--- config.mk ---
export PLATFORM = sky130hd
export DESIGN_NAME = e1li_top
export DESIGN_NICKNAME = d
export VERILOG_FILES = /design/src/e1li_top.v /design/src/e1li_cdr.v /design/src/e1li_bitmem.v
export VERILOG_INCLUDE_DIRS = /design/src /design/src/src
export SDC_FILE = /design/constraint.sdc
export NUM_CORES = 1
export LEC_CHECK = 0
export BUFFER_PORTS_ARGS = -buffer_cell sky130_fd_sc_hd__buf_2
export CAP_MARGIN = 0
export CORE_MARGIN = 4
export CORE_UTILIZATION = 60
export DETAILED_ROUTE_END_ITERATION = 10
export PLACE_DENSITY = 0.81
export SETUP_SLACK_MARGIN = 0.1
export SLEW_MARGIN = 20
export SYNTH_ARGS = -nofsm -noshare
export SYNTH_HDL_FRONTEND = slang
export SYNTH_SLANG_ARGS = --single-unit
--- constraint.sdc ---
create_clock -name pclk -period 6.6 [get_ports pclk]
set_clock_uncertainty 0.2 [all_clocks]
set_input_delay 0 -clock pclk [delete_from_list [all_inputs] [get_ports pclk]]
set_output_delay 0 -clock pclk [all_outputs]
set_load 0.05 [all_outputs]
--- src/e1li_consts.vh ---
`ifndef E1LI_CONSTS_VH
`define E1LI_CONSTS_VH

// ----------------------------------------
// Register byte offsets
// ----------------------------------------
`define E1LI_OFS_CTRL 12'h018
`define E1LI_OFS_STAT 12'h040
`define E1LI_OFS_MASK 12'h044
`define E1LI_OFS_INFO 12'h048

// ----------------------------------------
// Reset values
// ----------------------------------------
`define E1LI_CTRL_RST 8'h00
`define E1LI_STAT_RST 2'h0
`define E1LI_MASK_RST 2'h0

// ----------------------------------------
// Control register fields
// ----------------------------------------
`define E1LI_BIT_PWRDN 0
`define E1LI_BIT_JAOFF 1
`define E1LI_BIT_DEPTH 2
`define E1LI_BIT_SIDE 3
`define E1LI_BIT_GAIN 4
`define E1LI_LBO_LSB 5
`define E1LI_LBO_MSB 7

// ----------------------------------------
// Status and info fields
// ----------------------------------------
`define E1LI_ST_TRIP 0
`define E1LI_ST_LOSS 1
`define E1LI_INFO_LOSS 0
`define E1LI_INFO_FILL_LSB 8

// ----------------------------------------
// Timing counts, in oversample ticks or bits
// ----------------------------------------
`define E1LI_OVS 5'h10
`define E1LI_DIV_NORM 5'h10
`define E1LI_DIV_FAST 5'h0F
`define E1LI_DIV_SLOW 5'h11
`define E1LI_SAMPLE_PH 4'h8
`define E1LI_RCLK_HI 4'h7
`define E1LI_SMOOTH_HI 5'h08
`define E1LI_LOSS_BITS 8'h20
`define E1LI_AMI_PULSE 4'h8

// ----------------------------------------
// Jitter buffer geometry
// ----------------------------------------
`define E1LI_HALF_BIG 7'h40
`define E1LI_HALF_SMALL 7'h10
`define E1LI_LIM_BIG 7'h3C
`define E1LI_LIM_SMALL 7'h0E

`endif

--- src/e1li_top.v ---
`timescale 1ns/10ps
`include "e1li_consts.vh"

module e1li_top (
  // Clock, reset, enable
  input wire pclk,
  input wire presetn,
  input wire ce,
  // APB slave
  input wire [11:0] paddr,
  input wire psel,
  input wire penable,
  input wire pwrite,
  input wire [31:0] pwdata,
  output reg [31:0] prdata,
  output wire pready,
  output wire pslverr,
  // Interrupt
  output wire irq,
  // Receive line pins
  input wire receive_line_pos,
  input wire receive_line_neg,
  // Receive user side
  output reg recovered_clock_out,
  output reg rx_data,
  output reg rx_strobe,
  output wire carrier_loss,
  // Transmit user side
  input wire tx_data,
  input wire tx_strobe,
  // Transmit line pins
  output reg transmit_line_pos,
  output reg transmit_line_neg,
  output wire transmit_line_pos_oe,
  output wire transmit_line_neg_oe,
  // Analog controls
  output wire [2:0] build_out,
  output wire receive_gain_limit
);

  // ----------------------------------------
  // Declarations
  // ----------------------------------------
  reg [1:0] pos_sync;
  reg [1:0] neg_sync;
  reg [7:0] line_interface_control;
  reg [1:0] status;
  reg [1:0] mask;
  reg loss_d;
  reg [3:0] mclk_cnt;
  reg master_clk;
  reg [6:0] wptr;
  reg [6:0] rptr;
  reg [4:0] div_cnt;
  reg [4:0] div_len;
  reg smooth_clk;
  reg rd_pend;
  reg ja_strobe;
  reg ami_pol;
  reg [3:0] pulse_cnt;
  wire ja_bit;
  wire cdr_strobe;
  wire cdr_data;
  wire rclk_raw;
  wire hit;
  wire wr_acc;
  wire pwr_down;
  wire ja_off;
  wire ja_tx;
  wire depth_small;
  wire ja_rx;
  wire ja_in_strobe;
  wire ja_in_bit;
  wire rd_tick;
  wire [6:0] diff;
  wire [6:0] fill;
  wire [6:0] half;
  wire [6:0] lim;
  wire over_hi;
  wire over_lo;
  wire trip;
  wire loss_rise;
  wire [1:0] events;
  wire tx_bit_strobe;
  wire tx_bit;
  wire [31:0] rd_mux;

  // ----------------------------------------
  // Control fields
  // ----------------------------------------
  // All three sections are driven from the one register
  assign pwr_down = line_interface_control[`E1LI_BIT_PWRDN];
  assign ja_off = line_interface_control[`E1LI_BIT_JAOFF];
  assign depth_small = line_interface_control[`E1LI_BIT_DEPTH];
  assign ja_tx = line_interface_control[`E1LI_BIT_SIDE];
  assign receive_gain_limit = line_interface_control[`E1LI_BIT_GAIN];
  assign build_out = line_interface_control[`E1LI_LBO_MSB:`E1LI_LBO_LSB];
  assign ja_rx = ~ja_off & ~ja_tx;

  // ----------------------------------------
  // Pin synchronisers
  // ----------------------------------------
  always @(posedge pclk or negedge presetn) begin
    if (!presetn) begin
      pos_sync <= 2'b00;
      neg_sync <= 2'b00;
    end else if (ce) begin
      pos_sync <= {pos_sync[0], receive_line_pos};
      neg_sync <= {neg_sync[0], receive_line_neg};
    end
  end

  // ----------------------------------------
  // Clock and data recovery
  // ----------------------------------------
  e1li_cdr u_cdr (
    .pclk(pclk),
    .presetn(presetn),
    .ce(ce),
    .pos_s(pos_sync[1]),
    .neg_s(neg_sync[1]),
    .bit_strobe(cdr_strobe),
    .bit_data(cdr_data),
    .rclk_raw(rclk_raw),
    .carrier_loss(carrier_loss)
  );

  // ----------------------------------------
  // Master clock, the oversample clock over 16
  // ----------------------------------------
  always @(posedge pclk or negedge presetn) begin
    if (!presetn) begin
      mclk_cnt <= 4'h0;
      master_clk <= 1'b0;
    end else if (ce) begin
      mclk_cnt <= mclk_cnt + 4'h1;
      master_clk <= (mclk_cnt < `E1LI_SAMPLE_PH);
    end
  end

  // ----------------------------------------
  // APB slave, zero wait states
  // ----------------------------------------
  assign hit = (paddr == `E1LI_OFS_CTRL) || (paddr == `E1LI_OFS_STAT) ||
               (paddr == `E1LI_OFS_MASK) || (paddr == `E1LI_OFS_INFO);
  assign pready = 1'b1;
  assign pslverr = psel & penable & ~hit;
  assign wr_acc = psel & penable & pwrite & hit & ce;

  assign rd_mux = (paddr == `E1LI_OFS_CTRL) ? {24'h000000, line_interface_control} :
                  (paddr == `E1LI_OFS_STAT) ? {30'h00000000, status} :
                  (paddr == `E1LI_OFS_MASK) ? {30'h00000000, mask} :
                  (paddr == `E1LI_OFS_INFO) ? {17'h00000, fill, 7'h00, carrier_loss} :
                  32'h00000000;

  // Read data is caught in the setup cycle so it leaves a flip-flop
  always @(posedge pclk or negedge presetn) begin
    if (!presetn) begin
      prdata <= 32'h00000000;
    end else if (ce && psel && !penable && !pwrite) begin
      prdata <= rd_mux;
    end
  end

  always @(posedge pclk or negedge presetn) begin
    if (!presetn) begin
      line_interface_control <= `E1LI_CTRL_RST;
      mask <= `E1LI_MASK_RST;
    end else if (wr_acc) begin
      if (paddr == `E1LI_OFS_CTRL) begin
        line_interface_control <= pwdata[7:0];
      end
      if (paddr == `E1LI_OFS_MASK) begin
        mask <= pwdata[1:0];
      end
    end
  end

  // ----------------------------------------
  // Sticky status, write one to clear
  // ----------------------------------------
  assign loss_rise = carrier_loss & ~loss_d;
  assign events = {loss_rise, trip};

  // A new event in the clearing cycle wins over the clear
  always @(posedge pclk or negedge presetn) begin
    if (!presetn) begin
      status <= `E1LI_STAT_RST;
      loss_d <= 1'b1;
    end else if (ce) begin
      loss_d <= carrier_loss;
      if (wr_acc && paddr == `E1LI_OFS_STAT) begin
        status <= (status & ~pwdata[1:0]) | events;
      end else begin
        status <= status | events;
      end
    end
  end

  assign irq = |(status & mask);

  // ----------------------------------------
  // Jitter attenuator
  // ----------------------------------------
  assign ja_in_strobe = ~ja_off & (ja_tx ? tx_strobe : cdr_strobe);
  assign ja_in_bit = ja_tx ? tx_data : cdr_data;
  assign rd_tick = ~ja_off & (div_cnt == div_len - 5'h01);
  assign diff = wptr - rptr;
  // Addresses wrap at 32 in the short mode, so the fill wraps likewise
  assign fill = depth_small ? {2'b00, diff[4:0]} : diff;
  assign half = depth_small ? `E1LI_HALF_SMALL : `E1LI_HALF_BIG;
  assign lim = depth_small ? `E1LI_LIM_SMALL : `E1LI_LIM_BIG;
  assign over_hi = fill >= half + lim;
  assign over_lo = fill <= half - lim;
  assign trip = rd_tick & (over_hi | over_lo);

  e1li_bitmem u_mem (
    .pclk(pclk),
    .ce(ce),
    .wr_en(ja_in_strobe),
    .wr_addr(depth_small ? {2'b00, wptr[4:0]} : wptr),
    .wr_bit(ja_in_bit),
    .rd_en(rd_tick),
    .rd_addr(depth_small ? {2'b00, rptr[4:0]} : rptr),
    .rd_bit(ja_bit)
  );

  // A control write recentres the buffer, losing what it held
  always @(posedge pclk or negedge presetn) begin
    if (!presetn) begin
      wptr <= `E1LI_HALF_BIG;
      rptr <= 7'h00;
    end else if (ce) begin
      if (wr_acc && paddr == `E1LI_OFS_CTRL) begin
        wptr <= pwdata[`E1LI_BIT_DEPTH] ? `E1LI_HALF_SMALL : `E1LI_HALF_BIG;
        rptr <= 7'h00;
      end else begin
        if (ja_in_strobe) begin
          wptr <= wptr + 7'h01;
        end
        if (rd_tick) begin
          rptr <= rptr + 7'h01;
        end
      end
    end
  end

  // Smoothing divider: 16 normally, 15 or 17 to pull the fill back
  always @(posedge pclk or negedge presetn) begin
    if (!presetn) begin
      div_cnt <= 5'h00;
      div_len <= `E1LI_DIV_NORM;
      smooth_clk <= 1'b0;
      rd_pend <= 1'b0;
      ja_strobe <= 1'b0;
    end else if (ce) begin
      rd_pend <= rd_tick;
      ja_strobe <= rd_pend;
      smooth_clk <= (div_cnt < `E1LI_SMOOTH_HI);
      if (div_cnt == div_len - 5'h01) begin
        div_cnt <= 5'h00;
        if (over_hi) begin
          div_len <= `E1LI_DIV_FAST;
        end else if (over_lo) begin
          div_len <= `E1LI_DIV_SLOW;
        end else begin
          div_len <= `E1LI_DIV_NORM;
        end
      end else begin
        div_cnt <= div_cnt + 5'h01;
      end
    end
  end

  // ----------------------------------------
  // Receive outputs
  // ----------------------------------------
  always @(posedge pclk or negedge presetn) begin
    if (!presetn) begin
      recovered_clock_out <= 1'b0;
      rx_data <= 1'b0;
      rx_strobe <= 1'b0;
    end else if (ce) begin
      if (carrier_loss) begin
        recovered_clock_out <= master_clk;
      end else if (ja_rx) begin
        recovered_clock_out <= smooth_clk;
      end else begin
        recovered_clock_out <= rclk_raw;
      end
      rx_strobe <= ja_rx ? ja_strobe : cdr_strobe;
      if (ja_rx ? ja_strobe : cdr_strobe) begin
        rx_data <= ja_rx ? ja_bit : cdr_data;
      end
    end
  end

  // ----------------------------------------
  // Transmitter, alternate mark encoding
  // ----------------------------------------
  assign tx_bit_strobe = (~ja_off & ja_tx) ? ja_strobe : tx_strobe;
  assign tx_bit = (~ja_off & ja_tx) ? ja_bit : tx_data;
  // Powered down means both pins released
  assign transmit_line_pos_oe = ~pwr_down;
  assign transmit_line_neg_oe = ~pwr_down;

  always @(posedge pclk or negedge presetn) begin
    if (!presetn) begin
      ami_pol <= 1'b0;
      pulse_cnt <= 4'h0;
      transmit_line_pos <= 1'b0;
      transmit_line_neg <= 1'b0;
    end else if (ce) begin
      if (pwr_down) begin
        pulse_cnt <= 4'h0;
        transmit_line_pos <= 1'b0;
        transmit_line_neg <= 1'b0;
      end else if (tx_bit_strobe && tx_bit) begin
        ami_pol <= ~ami_pol;
        pulse_cnt <= `E1LI_AMI_PULSE - 4'h1;
        transmit_line_pos <= ~ami_pol;
        transmit_line_neg <= ami_pol;
      end else if (pulse_cnt != 4'h0) begin
        pulse_cnt <= pulse_cnt - 4'h1;
      end else begin
        transmit_line_pos <= 1'b0;
        transmit_line_neg <= 1'b0;
      end
    end
  end

endmodule // e1li_top

--- src/e1li_cdr.v ---
`timescale 1ns/10ps
`include "e1li_consts.vh"

module e1li_cdr (
  // Clock and reset
  input wire pclk,
  input wire presetn,
  input wire ce,
  // Synchronised line pair
  input wire pos_s,
  input wire neg_s,
  // Recovered stream
  output reg bit_strobe,
  output reg bit_data,
  output reg rclk_raw,
  output reg carrier_loss
);

  reg mark_d;
  reg seen;
  reg [3:0] phase;
  reg [7:0] quiet;
  wire mark;
  wire mark_rise;

  assign mark = pos_s | neg_s;
  assign mark_rise = mark & ~mark_d;

  // ----------------------------------------
  // Sixteen-tick oversampler
  // ----------------------------------------
  always @(posedge pclk or negedge presetn) begin
    if (!presetn) begin
      mark_d <= 1'b0;
      seen <= 1'b0;
      phase <= 4'h0;
      quiet <= 8'h00;
      bit_strobe <= 1'b0;
      bit_data <= 1'b0;
      rclk_raw <= 1'b0;
      carrier_loss <= 1'b1;
    end else if (ce) begin
      mark_d <= mark;
      bit_strobe <= 1'b0;
      // Each mark re-aligns the bit phase, so pulses steer the clock
      if (mark_rise) begin
        phase <= 4'h1;
      end else begin
        phase <= phase + 4'h1;
      end
      // Digital recovery leaves the high phase one tick short
      rclk_raw <= (phase < `E1LI_RCLK_HI);
      if (phase == `E1LI_SAMPLE_PH) begin
        bit_strobe <= 1'b1;
        bit_data <= seen | mark_rise;
        seen <= 1'b0;
        if (seen | mark_rise) begin
          quiet <= 8'h00;
          carrier_loss <= 1'b0;
        end else if (quiet == `E1LI_LOSS_BITS) begin
          carrier_loss <= 1'b1;
        end else begin
          quiet <= quiet + 8'h01;
        end
      end else if (mark_rise) begin
        seen <= 1'b1;
      end
    end
  end

endmodule // e1li_cdr

--- src/e1li_bitmem.v ---
`timescale 1ns/10ps

module e1li_bitmem (
  // Clock
  input wire pclk,
  input wire ce,
  // Write port
  input wire wr_en,
  input wire [6:0] wr_addr,
  input wire wr_bit,
  // Registered read port
  input wire rd_en,
  input wire [6:0] rd_addr,
  output reg rd_bit
);

  reg mem [0:127];

  // No reset on the array; stale bits only leave after a refill
  always @(posedge pclk) begin
    if (ce) begin
      if (wr_en) begin
        mem[wr_addr] <= wr_bit;
      end
      if (rd_en) begin
        rd_bit <= mem[rd_addr];
      end
    end
  end

endmodule // e1li_bitmem

==> summary.md, run 1 <==
| Metric | Value |
|---|---|
| Share of the clock period used by the worst path after layout | 0.503 |
| Height of the chip | 140 µm |
| Largest net degree at the start of global routing | 129 |
| Count of pins on the block boundary | 101 |
| Crit path largest cell delay | 0.68 ns |
| Total iterations of the first detailed-routing run | 5 |
| Type of origin of the critical path | register |
| Number of buffers inserted by port buffering | 58 |
| Combined area of the multi-input logic cells | 3970 µm² |
| Setup repair after global routing missed its margin | no |
| Resized cells post-CTS | 0 |
| Fill cell instance count of the final layout | 1161 |
| Total negative setup slack | 0 ns |
| Max-slew violations | 0 |
| Routed length per instance | 19.6 µm |
| Asr flop ratio synth | 0.411 |
| Top fanout value on the critical path | 50 |
| Setup slack on the worst flop-to-flop path | 3.28 ns |
| Maximum vdd drop | 0.282 mV |
| Via Count | 7415 |
| Post-layout min period | 3.32 ns |
| Required time of the critical path | 6.62 ns |
| Class of the most critical hold timing path | input pin to register |
| First-iteration detailed-routing DRC count | 643 |
| Total overflow reported by the global router | 0 |
| Peak Freq | 301 MHz |
| Post-route cell area | 12000 µm² |
| Floorplan die area | 19700 µm² |
| Area added between synthesis and finish | 14.3% |
| Net count of the finished layout | 1055 |
| Post-synth design cell area | 10500 µm² |
| Transition at the pin with the smallest max-transition slack | 1.06 ns |
| X dimension of the die | 140 µm |
| Final hold viol count | 0 |
| Clock tree from TritonCTS | yes |
| Reported max-cap violation count | 0 |
| Most used cells in the layout excluding fill and tap cells | sky130_fd_sc_hd__nor2_1, sky130_fd_sc_hd__edfxtp_1, sky130_fd_sc_hd__dfrtp_1, sky130_fd_sc_hd__nand2_1, sky130_fd_sc_hd__buf_2 |
| Combined global-route utilization of all metal layers | 0.247 |
| CP endpoint kind | register |
| Sequential-to-total area share from yosys stat | 0.584 |
| Arr. time, crit path | 3.34 ns |
| Number of cells in the finished layout apart from fillers | 1222 |
| Wirelength, routed | 23900 µm |
| Clock sink count | 219 |
| Placed Instance Area | 10900 µm² |
| Via count of the first global-routing pass | 7434 |
| Worst-Skew Late Latency | 0.52 ns |
| Vias per inst | 6.07 |
| Gate count after technology mapping | 894 |
| Register bit total from synthesis | 219 |
| Area occupied by registers | 6130 µm² |
| Initial Util | 0.609 |
| Wire length of the first global-routing pass | 38700 µm |
| Final Core Density | 0.695 |
| Total inserted antenna cells | 0 |
| PD cells | 264 nW/µm² |
| Number of flops mapped to enable cells by yosys | 129 |
| Cell at the slowest stage of the critical path | sky130_fd_sc_hd__mux4_1 |
| Placeable Area | 17200 µm² |
| GP Congestion | 0.829 |
| Clock-pin transition on the worst setup and hold timing paths | 0.06 ns |
| Initial antenna violation count | 0 |
| Critical Setup Path Class | register to register |
| Number of setup violations in the final report | 0 |
| Post-detailed-route DRC marker count | 0 |
| Share of layout cells above drive strength 1 | 0.155 |
| Number of CTS-inserted buffers | 23 |
| Cell at the root of the clock tree | sky130_fd_sc_hd__clkbuf_16 |
| Mean post-synth cell area | 11.7 µm² |
| CP cell instances | buf_4 -> mux4_1 -> mux4_2 -> or2_0 -> a222oi_1 -> a41oi_1 |
| H-tree depth | 1 |
| Cell total after placement | 1142 |
| Synth unique cells | 65 |
| Number of synthesis warnings | 0 |
| Result of the run | complete, no violations |
| Number of rows created at floorplan | 48 |
| Buffer levels on the longest clock path | 3 |
| Antenna-violating nets left | 0 |
| HPWL Detailed | 14100 µm |
| Primary flip-flop cell chosen by synthesis mapping | sky130_fd_sc_hd__edfxtp_1 |
| Most common cell after layout, fill and taps aside | sky130_fd_sc_hd__nor2_1 |
| Worst slew slack as a fraction of its limit | 0.288 |
| Leakage power | 4.44 nW |
path summary, 6_finish.rpt:
| path | startpoint | endpoint | cells past startpoint |
|---|---|---|---|
| setup / recovery | rptr[0] | u_mem.rd_bit | 6 |
| hold / removal | paddr[7] | prdata[2] | 5 |
| setup reg to reg | rptr[0] | u_mem.rd_bit | 6 |
| hold reg to reg | prdata[6] | prdata[6] | 2 |
| max in group asynchronous | presetn | neg_sync[0] | 4 |
| min in group asynchronous | presetn | div_len[4] | 3 |
kinds of logic after synthesis:
| logic type | synth area share |
|---|---|
| fa+ha+maj | 0.0246 |
| xor+xnor | 0.0209 |
| flops | 0.584 |
| simple gates | 0.146 |
| compound gates | 0.0771 |
| mux | 0.103 |
| buf+inv | 0.0433 |
| other cells | 0.000716 |
cells in the mapped netlist (4+ instances only):
library cell | number | share of area
sky130_fd_sc_hd__nor3_1 | 8 | 0.0038
sky130_fd_sc_hd__a2111oi_0 | 6 | 0.0050
sky130_fd_sc_hd__nand4_1 | 12 | 0.0072
sky130_fd_sc_hd__edfxtp_1 | 129 | 0.37
sky130_fd_sc_hd__or3_1 | 4 | 0.0024
sky130_fd_sc_hd__a21oi_1 | 26 | 0.012
sky130_fd_sc_hd__ha_1 | 19 | 0.023
sky130_fd_sc_hd__dfstp_2 | 4 | 0.010
sky130_fd_sc_hd__buf_4 | 25 | 0.018
sky130_fd_sc_hd__nand3_1 | 19 | 0.0091
sky130_fd_sc_hd__nand2_1 | 76 | 0.027
sky130_fd_sc_hd__inv_1 | 28 | 0.010
sky130_fd_sc_hd__buf_2 | 9 | 0.0043
sky130_fd_sc_hd__mux2_2 | 19 | 0.020
sky130_fd_sc_hd__a31oi_1 | 5 | 0.0030
sky130_fd_sc_hd__o31ai_1 | 7 | 0.0050
sky130_fd_sc_hd__dfrtp_1 | 86 | 0.21
sky130_fd_sc_hd__nor2b_1 | 14 | 0.0083
sky130_fd_sc_hd__and3_1 | 8 | 0.0048
sky130_fd_sc_hd__mux4_2 | 25 | 0.054
sky130_fd_sc_hd__nor3b_1 | 5 | 0.0036
sky130_fd_sc_hd__o21ai_0 | 36 | 0.017
sky130_fd_sc_hd__mux2i_1 | 22 | 0.021
sky130_fd_sc_hd__nor2_1 | 184 | 0.066
sky130_fd_sc_hd__xor2_1 | 11 | 0.0092
sky130_fd_sc_hd__o2bb2ai_1 | 5 | 0.0042
sky130_fd_sc_hd__xnor2_1 | 14 | 0.012
sky130_fd_sc_hd__clkbuf_1 | 21 | 0.0075
sequential cells by signal (all words and copies together), names as in the netlist, 3 cells and up:
signal,count
u_cdr.quiet,8
div_cnt,5
div_len,3
wptr,7
line_interface_control,8
prdata,15
u_mem.mem,128
u_cdr.phase,4
mclk_cnt,4
pulse_cnt,4
rptr,7
where the power goes:
group	switching [mW]	internal, mW	leakage [nW]
clock	0.532	0.736	0.361
combinational	0.185	0.115	1.79
sequential	0.0677	1.53	2.29
total	0.784	2.38	4.44
timing repair:
item,in CTS,in global routing
hold endpoints to repair,149,0
hold buffers,39,0
buffers inserted,0,0
layout make-up:
type                            count  area share
Sequential cell                   219       0.512
Clock buffer                       29      0.0507
Clock inverter                     12      0.0103
Tap cell                          225      0.0235
Inverter                           29     0.00908
Timing Repair Buffer              106      0.0638
Multi-Input combinational cell    602       0.331
critical path, delay by kind of cell, from the launching register on:
kind	cells	cell delay, ns
buf+inv	1	0.64
simple gates	1	0.21
compound gates	2	0.39
mux	2	1.18
flops	1	0.37
stage by stage:
| stage | hold WS, ns | setup slack, ns | total power [mW] |
|---|---|---|---|
| after floorplan | -0.496 | 3.55 | 1.83 |
| after global placement | -0.178 | 3.31 | 1.89 |
| after detailed placement | -0.170 | 3.32 | 1.90 |
| after CTS | 0.0122 | 3.29 | 3.17 |
| after global routing | 0.0656 | 3.11 | 3.29 |
| final | 0.0533 | 3.28 | 3.16 |
layer usage:
layer	vias to the layer above	GRT usage	part of all wire
met4	0	0.0882	0.033
met3	60	0.0362	0.067
met2	300	0.426	0.52
li1	3369	-	-
met5	-	0	0
met1	3686	0.322	0.38
No activity file was read; power rests on OpenSTA's default activity.
==> run 2: changes to the inputs <==
CORE_UTILIZATION = 54   (was 60)
PLACE_DENSITY = 0.77   (was 0.81)
clock period = 2.8 ns   (was 6.6 ns; I/O delays follow)
==> summary.md, run 2 (synthesis gave the netlist of run 1 again) <==
| Metric | Value |
|---|---|
| Wire length of the first global-routing pass | 39400 µm (+1.8%) |
| Startpoint of the worst-slack reg-to-reg timing path | rptr[0] |
| Type of origin of the critical path | register |
| Placed Instance Area | 11200 µm² (+3.6%) |
| Net count of the finished layout | 1096 (+3.9%) |
| First-iteration detailed-routing DRC count | 717 (+12%) |
| Final hold viol count | 0 (unchanged) |
| Transition at the pin with the smallest max-transition slack | 0.744 ns (-0.320 ns) |
| Post-layout min period | 2.72 ns (-0.596 ns) |
| Wirelength, routed | 24900 µm (+4.2%) |
| PD cells | 590 nW/µm² (+120%) |
| Largest net degree at the start of global routing | 73 (-43%) |
| Peak Freq | 367 MHz (+22%) |
| Leakage power | 4.70 nW (+5.8%) |
| H-tree depth | 1 (unchanged) |
| Buffer levels on the longest clock path | 3 (unchanged) |
| Clock tree from TritonCTS | yes |
| Setup slack on the worst flop-to-flop path | 0.08 ns (-3.20 ns) |
| Final Core Density | 0.666 (-0.0291) |
| Top fanout value on the critical path | 20 (-60%) |
| Reg with most FFs | u_mem.mem |
| Number of rows created at floorplan | 50 (+4.2%) |
| Maximum vdd drop | 0.379 mV (+34%) |
| Max-slew violations | 0 (unchanged) |
| Critical path launch point | rptr[0] |
| Cell total after placement | 1209 (+5.9%) |
| Worst hold margin | 0.0475 ns (-0.00580 ns) |
| Post-route cell area | 12600 µm² (+5.0%) |
| Clock-pin transition on the worst setup and hold timing paths | 0.06 ns (about the same) |
| Via count of the first global-routing pass | 7581 (+2.0%) |
| Routed length per instance | 19.2 µm (-1.9%) |
| Total iterations of the first detailed-routing run | 5 (unchanged) |
| Arr. time, crit path | 2.77 ns (-0.57 ns) |
| Critical register-to-register path endpoint | u_mem.rd_bit |
| Number of buffers inserted by port buffering | 58 (unchanged) |
| CP endpoint kind | register |
| Floorplan die area | 21700 µm² (+10%) |
| Most used cells in the layout excluding fill and tap cells | sky130_fd_sc_hd__nor2_1, sky130_fd_sc_hd__edfxtp_1, sky130_fd_sc_hd__dfrtp_1, sky130_fd_sc_hd__nand2_1, sky130_fd_sc_hd__buf_2 |
| Final Worst Setup Slack | 0.0779 ns (-3.20 ns) |
| Cell at the root of the clock tree | sky130_fd_sc_hd__clkbuf_16 |
| Via Count | 7639 (+3.0%) |
| Vias per inst | 5.89 (-3.0%) |
| Most common cell after layout, fill and taps aside | sky130_fd_sc_hd__nor2_1 |
| Setup repair after global routing missed its margin | yes |
| Height of the chip | 147 µm (+5.1%) |
| Worst-Skew Late Latency | 0.52 ns (about the same) |
| X dimension of the die | 147 µm (+5.1%) |
| Cell depth of the worst hold path | 3 (-2) |
| Critical Setup Path Class | register to register |
| Placeable Area | 18900 µm² (+9.6%) |
| Largest regs | u_mem.mem: 128 flops, prdata: 15 flops |
| Post-detailed-route DRC marker count | 0 (unchanged) |
| Number of flip-flops in the largest register | 128 (unchanged) |
| Endpoint of the most critical setup path | u_mem.rd_bit |
| Area added between synthesis and finish | 20.0% |
| Clock sink count | 219 (unchanged) |
| Share of the clock period used by the worst path after layout | 0.972 (+0.469) |
| Antenna-violating nets left | 0 (unchanged) |
| Count of pins on the block boundary | 101 (unchanged) |
| Share of layout cells above drive strength 1 | 0.206 (+0.0507) |
| Pre-CTS setup slack | 0.00920 ns (-3.31 ns) |
| Reported max-cap violation count | 0 (unchanged) |
| Worst slew slack as a fraction of its limit | 0.504 (+0.215) |
| Initial Util | 0.555 (-0.0534) |
| Result of the run | complete, no violations |
| Cells on worst reg2reg path | 9 (+3) |
| Required time of the critical path | 2.85 ns (-3.77 ns) |
| Number of cells in the finished layout apart from fillers | 1298 (+6.2%) |
| Initial antenna violation count | 0 (unchanged) |
| Class of the most critical hold timing path | input pin to register |
| HPWL Detailed | 15000 µm (+6.3%) |
| Total inserted antenna cells | 0 (unchanged) |
| GP Congestion | 0.882 (+6.4%) |
| Total overflow reported by the global router | 0 (unchanged) |
| Number of setup violations in the final report | 0 (unchanged) |
| Combined global-route utilization of all metal layers | 0.225 (-0.0223) |
| Number of CTS-inserted buffers | 23 (unchanged) |
==> run 2: changes by cell type in the layout (fill, tap and decap cells not counted), sizes merged <==
cell         before  now
buf              68  106
bufinv            2    1
clkinv            9   10
clkinvlp          0    2
dlygate4sd3      38   40
inv              30   29
==> run 2: how the worst min path moves through the flow <==
stage                     startpoint                         to  slack [ns]
after floorplan              presetn                    ami_pol       -0.50
after global placement       presetn                  status[1]        -0.1
after detailed placement     presetn                  status[1]       -0.09
after CTS                  pwdata[6]  line_interface_control[6]        0.05
after global routing       pwdata[5]  line_interface_control[5]        0.06
final                      pwdata[5]  line_interface_control[5]        0.05
==> run 2: stage by stage <==
stage          TNS [ns]  total power, mW
2_1_floorplan         0             4.31
5_1_grt         -0.0203             7.71
4_1_cts               0             7.46
6_report              0             7.43
3_5_place_dp          0             4.49
3_3_place_gp          0             4.46
==> run 2: cell type report <==
| class | count | area (µm²) |
|---|---|---|
| fill | 1329 | 6300 |
| sequential | 219 | 6130 |
| multi-input combinational | 602 | 4070 |
| timing repair buffer | 147 | 1220 |
| clock buffer | 28 | 616 |
| tap | 260 | 325 |
| clock inverter | 13 | 121 |
| inverter | 29 | 109 |
==> run 2: layer usage <==
layer  wire length [µm]  up-vias  global-route usage
li1                   -     3442                   -
met4                594        0              0.0662
met1              10000     3800               0.303
met2              12500      341               0.382
met5                  0        -                   0
met3               1830       56              0.0362
==> run 2: timing repair <==
item	CTS	global route
buffers inserted	3	3
gates resized for setup	3	20
gates cloned	0	1
pin swaps	1	10
hold buffers	42	0
setup endpoints to repair	2	7
endpoints found under the hold margin	165	0
==> run 2: power breakdown <==
| group | internal, mW | switching, mW | leakage, nW |
|---|---|---|---|
| combinational | 0.286 | 0.434 | 2.05 |
| sequential | 3.60 | 0.155 | 2.29 |
| clock | 1.68 | 1.27 | 0.356 |
==> run 2: critical path: stages (launching register included) <==
cell and delay, ns:
sky130_fd_sc_hd__dfrtp_2 0.40, sky130_fd_sc_hd__buf_8 0.17, sky130_fd_sc_hd__buf_16 0.20, sky130_fd_sc_hd__nor2b_1 0.06, sky130_fd_sc_hd__a2111oi_0 0.57, sky130_fd_sc_hd__a21oi_1 0.12, sky130_fd_sc_hd__a32oi_1 0.26, sky130_fd_sc_hd__o21ai_0 0.12
sky130_fd_sc_hd__a222oi_1 0.27, sky130_fd_sc_hd__a41oi_1 0.07
==> run 3: changes to the inputs <==
CORE_UTILIZATION = 56   (was 54)
CTS_BUF_LIST = sky130_fd_sc_hd__clkbuf_8   (was not set)
PLACE_DENSITY = 0.79   (was 0.77)
==> summary.md, run 3 (synthesis gave the netlist of run 1 again) <==
| Metric | Value |
|---|---|
| H-tree depth | 2 (+1) |
| Most common cell after layout, fill and taps aside | sky130_fd_sc_hd__nor2_1 |
| Final Core Density | 0.680 (+0.0136) |
| Post-layout min period | 2.70 ns (-0.0181 ns) |
| Max-slew violations | 0 (unchanged) |
| Class of the most critical hold timing path | input pin to register |
| Setup repair after global routing missed its margin | yes |
| Total iterations of the first detailed-routing run | 6 (+1) |
| Wire length of the first global-routing pass | 39100 µm (-0.82%) |
| Floorplan die area | 21000 µm² (-3.4%) |
| Leakage power | 4.70 nW (about the same) |
| Via count of the first global-routing pass | 7662 (+1.1%) |
| HPWL Detailed | 14700 µm (-2.0%) |
| Count of pins on the block boundary | 101 (unchanged) |
| Largest regs | u_mem.mem: 128 flops, prdata: 15 flops |
| Critical Setup Path Class | register to register |
| Buffer levels on the longest clock path | 3 (unchanged) |
| Number of setup violations in the final report | 0 (unchanged) |
| Reg with most FFs | u_mem.mem |
| Number of logic stages on the critical path including buffering | 11 (+2) |
| Endpoint of the most critical setup path | div_len[0] |
| Cell at the root of the clock tree | sky130_fd_sc_hd__clkbuf_8 |
| Worst-Skew Late Latency | 0.53 ns (about the same) |
| GP Congestion | 0.881 (about the same) |
| Number of cells in the finished layout apart from fillers | 1289 (-0.69%) |
| Required time of the critical path | 3.02 ns (+0.17 ns) |
| Transition at the pin with the smallest max-transition slack | 0.958 ns (+0.214 ns) |
| Most used cells in the layout excluding fill and tap cells | sky130_fd_sc_hd__nor2_1, sky130_fd_sc_hd__edfxtp_1, sky130_fd_sc_hd__dfrtp_1, sky130_fd_sc_hd__nand2_1, sky130_fd_sc_hd__buf_2 |
| Largest net degree at the start of global routing | 72 (-1.4%) |
| Net count of the finished layout | 1108 (+1.1%) |
| Clock sink count | 219 (unchanged) |
| Clock tree from TritonCTS | yes |
| Worst slew slack as a fraction of its limit | 0.361 (-0.143) |
| Share of layout cells above drive strength 1 | 0.205 (-0.00145) |
| Total overflow reported by the global router | 0 (unchanged) |
| First-iteration detailed-routing DRC count | 779 (+8.6%) |
| Crit path largest cell delay | 0.45 ns (-0.12 ns) |
| Fill cell instance count of the final layout | 1239 (-6.8%) |
| Category of cells accounting for the largest share of critical-path delay | adder cells |
| CP endpoint kind | register |
| Total inserted antenna cells | 0 (unchanged) |
| Critical path launch point | rptr[0] |
| Arr. time, crit path | 2.93 ns (+0.16 ns) |
| Type of origin of the critical path | register |
| Top fanout value on the critical path | 3 (-85%) |
| Initial antenna violation count | 0 (unchanged) |
| Number of flip-flops in the largest register | 128 (unchanged) |
| CP bufs+invs | 1 (-1) |
| Antenna-violating nets left | 0 (unchanged) |
| PD cells | 575 nW/µm² (-2.5%) |
| Vias per inst | 5.95 (+1.0%) |
| Wirelength, routed | 25200 µm (+0.97%) |
| Post-detailed-route DRC marker count | 0 (unchanged) |
| Area occupied by registers | 6130 µm² (about the same) |
| Result of the run | complete, no violations |
| Combined global-route utilization of all metal layers | 0.238 (+0.0135) |
| Maximum vdd drop | 0.301 mV (-21%) |
| Number of rows created at floorplan | 49 (-2.0%) |
| Clock-pin transition on the worst setup and hold timing paths | 0.07 ns (about the same) |
| Sum of internal, switching and leakage power | 7.12 mW (-4.2%) |
| Cells on worst reg2reg path | 11 (+2) |
| Critical register-to-register path endpoint | div_len[0] |
| Startpoint of the worst-slack reg-to-reg timing path | rptr[0] |
| X dimension of the die | 145 µm (-1.7%) |
| Final hold viol count | 0 (unchanged) |
| Placeable Area | 18200 µm² (-3.6%) |
| Via Count | 7665 (+0.34%) |
| Height of the chip | 145 µm (-1.7%) |
| Reported max-cap violation count | 0 (unchanged) |
| Total negative setup slack | 0 ns (unchanged) |
| Setup slack on the worst flop-to-flop path | 0.1 ns (+0.02 ns) |
| Area added between synthesis and finish | 18.0% |
| Number of CTS-inserted buffers | 37 (+61%) |
| Cell total after placement | 1175 (-2.8%) |
| Peak Freq | 370 MHz (+0.67%) |
| CP cell instances | ha_4 -> fa_2 -> xor2_2 -> inv_1 -> ha_1 -> a21oi_1 -> a31oi_1 -> a211oi_2 -> o21ai_1 -> o211ai_1 -> mux2_2 |
| Share of the clock period used by the worst path after layout | 0.966 (-0.00645) |
| Worst hold margin | 0.0450 ns (-0.00248 ns) |
| Combined area of the multi-input logic cells | 4020 µm² (-1.3%) |
| Routed length per instance | 19.5 µm (+1.7%) |
| Number of buffers inserted by port buffering | 58 (unchanged) |
| Initial Util | 0.576 (+0.0209) |
| Cell at the slowest stage of the critical path | sky130_fd_sc_hd__dfrtp_2 |
[run 3: changes by cell type in the layout (fill, tap and decap cells not counted), sizes merged]
cell      delta
buf          -2
clkbuf      +13
clkinv       -5
clkinvlp     -1
inv         +18
bufinv       -1
[run 3: how the worst min path moves through the flow]
stage | startpoint | end | depth (start not counted)
global placement | presetn | pulse_cnt[2] | 1
global route | pwdata[7] | line_interface_control[7] | 3
floorplan | presetn | ami_pol | 0
CTS | pwdata[4] | line_interface_control[4] | 3
detailed placement | presetn | pulse_cnt[2] | 1
finish | pwdata[7] | line_interface_control[7] | 3
[run 3: power by group]
part	leakage, nW	switching, mW	internal [mW]
Clock	0.406	1.27	1.35
Combinational	2.01	0.445	0.291
Sequential	2.29	0.163	3.61
Total	4.70	1.88	5.24
[run 3: metal layers]
| layer | vias up | global-route usage | part of all wire | routed length, µm |
|---|---|---|---|---|
| met3 | 80 | 0.0549 | 0.079 | 1980 |
| met1 | 3757 | 0.297 | 0.39 | 9730 |
| met2 | 356 | 0.406 | 0.50 | 12600 |
| met5 | - | 0 | 0 | 0 |
| met4 | 0 | 0.0943 | 0.035 | 881 |
| li1 | 3472 | - | - | - |
[run 3: stage by stage]
stage	instance area [µm²]	setup slack, ns
2_1_floorplan	10600	0.101
3_3_place_gp	11100	0.0610
3_5_place_dp	11100	-0.00645
4_1_cts	12300	0.0858
5_1_grt	12400	0.0302
6_report	12400	0.0960
[run 3: worst reg2reg max path, cell delays in order (launching register included)]
cell                       delay (ns)
sky130_fd_sc_hd__dfrtp_2         0.45
sky130_fd_sc_hd__ha_4            0.18
sky130_fd_sc_hd__fa_2            0.39
sky130_fd_sc_hd__xor2_2          0.17
sky130_fd_sc_hd__inv_1           0.06
sky130_fd_sc_hd__ha_1            0.29
sky130_fd_sc_hd__a21oi_1         0.06
sky130_fd_sc_hd__a31oi_1         0.19
sky130_fd_sc_hd__a211oi_2        0.08
sky130_fd_sc_hd__o21ai_1         0.13
sky130_fd_sc_hd__o211ai_1        0.13
sky130_fd_sc_hd__mux2_2          0.28
[run 3: cell type report]
class                           count  share of cell area
Inverter                           29             0.00879
Clock inverter                     24             0.00859
Sequential cell                   219               0.495
Multi-Input combinational cell    602               0.324
Clock buffer                       41              0.0456
Timing Repair Buffer              145              0.0942
Tap cell                          229              0.0231
[run 3: what timing repair did]
action	4_1_cts	5_1_grt
pin swaps	1	4
hold buffers	42	0
gates cloned	0	1
endpoints found under the hold margin	168	0
gates resized for setup	4	6
setup buffers	0	6
endpoints found under the setup margin	3	7
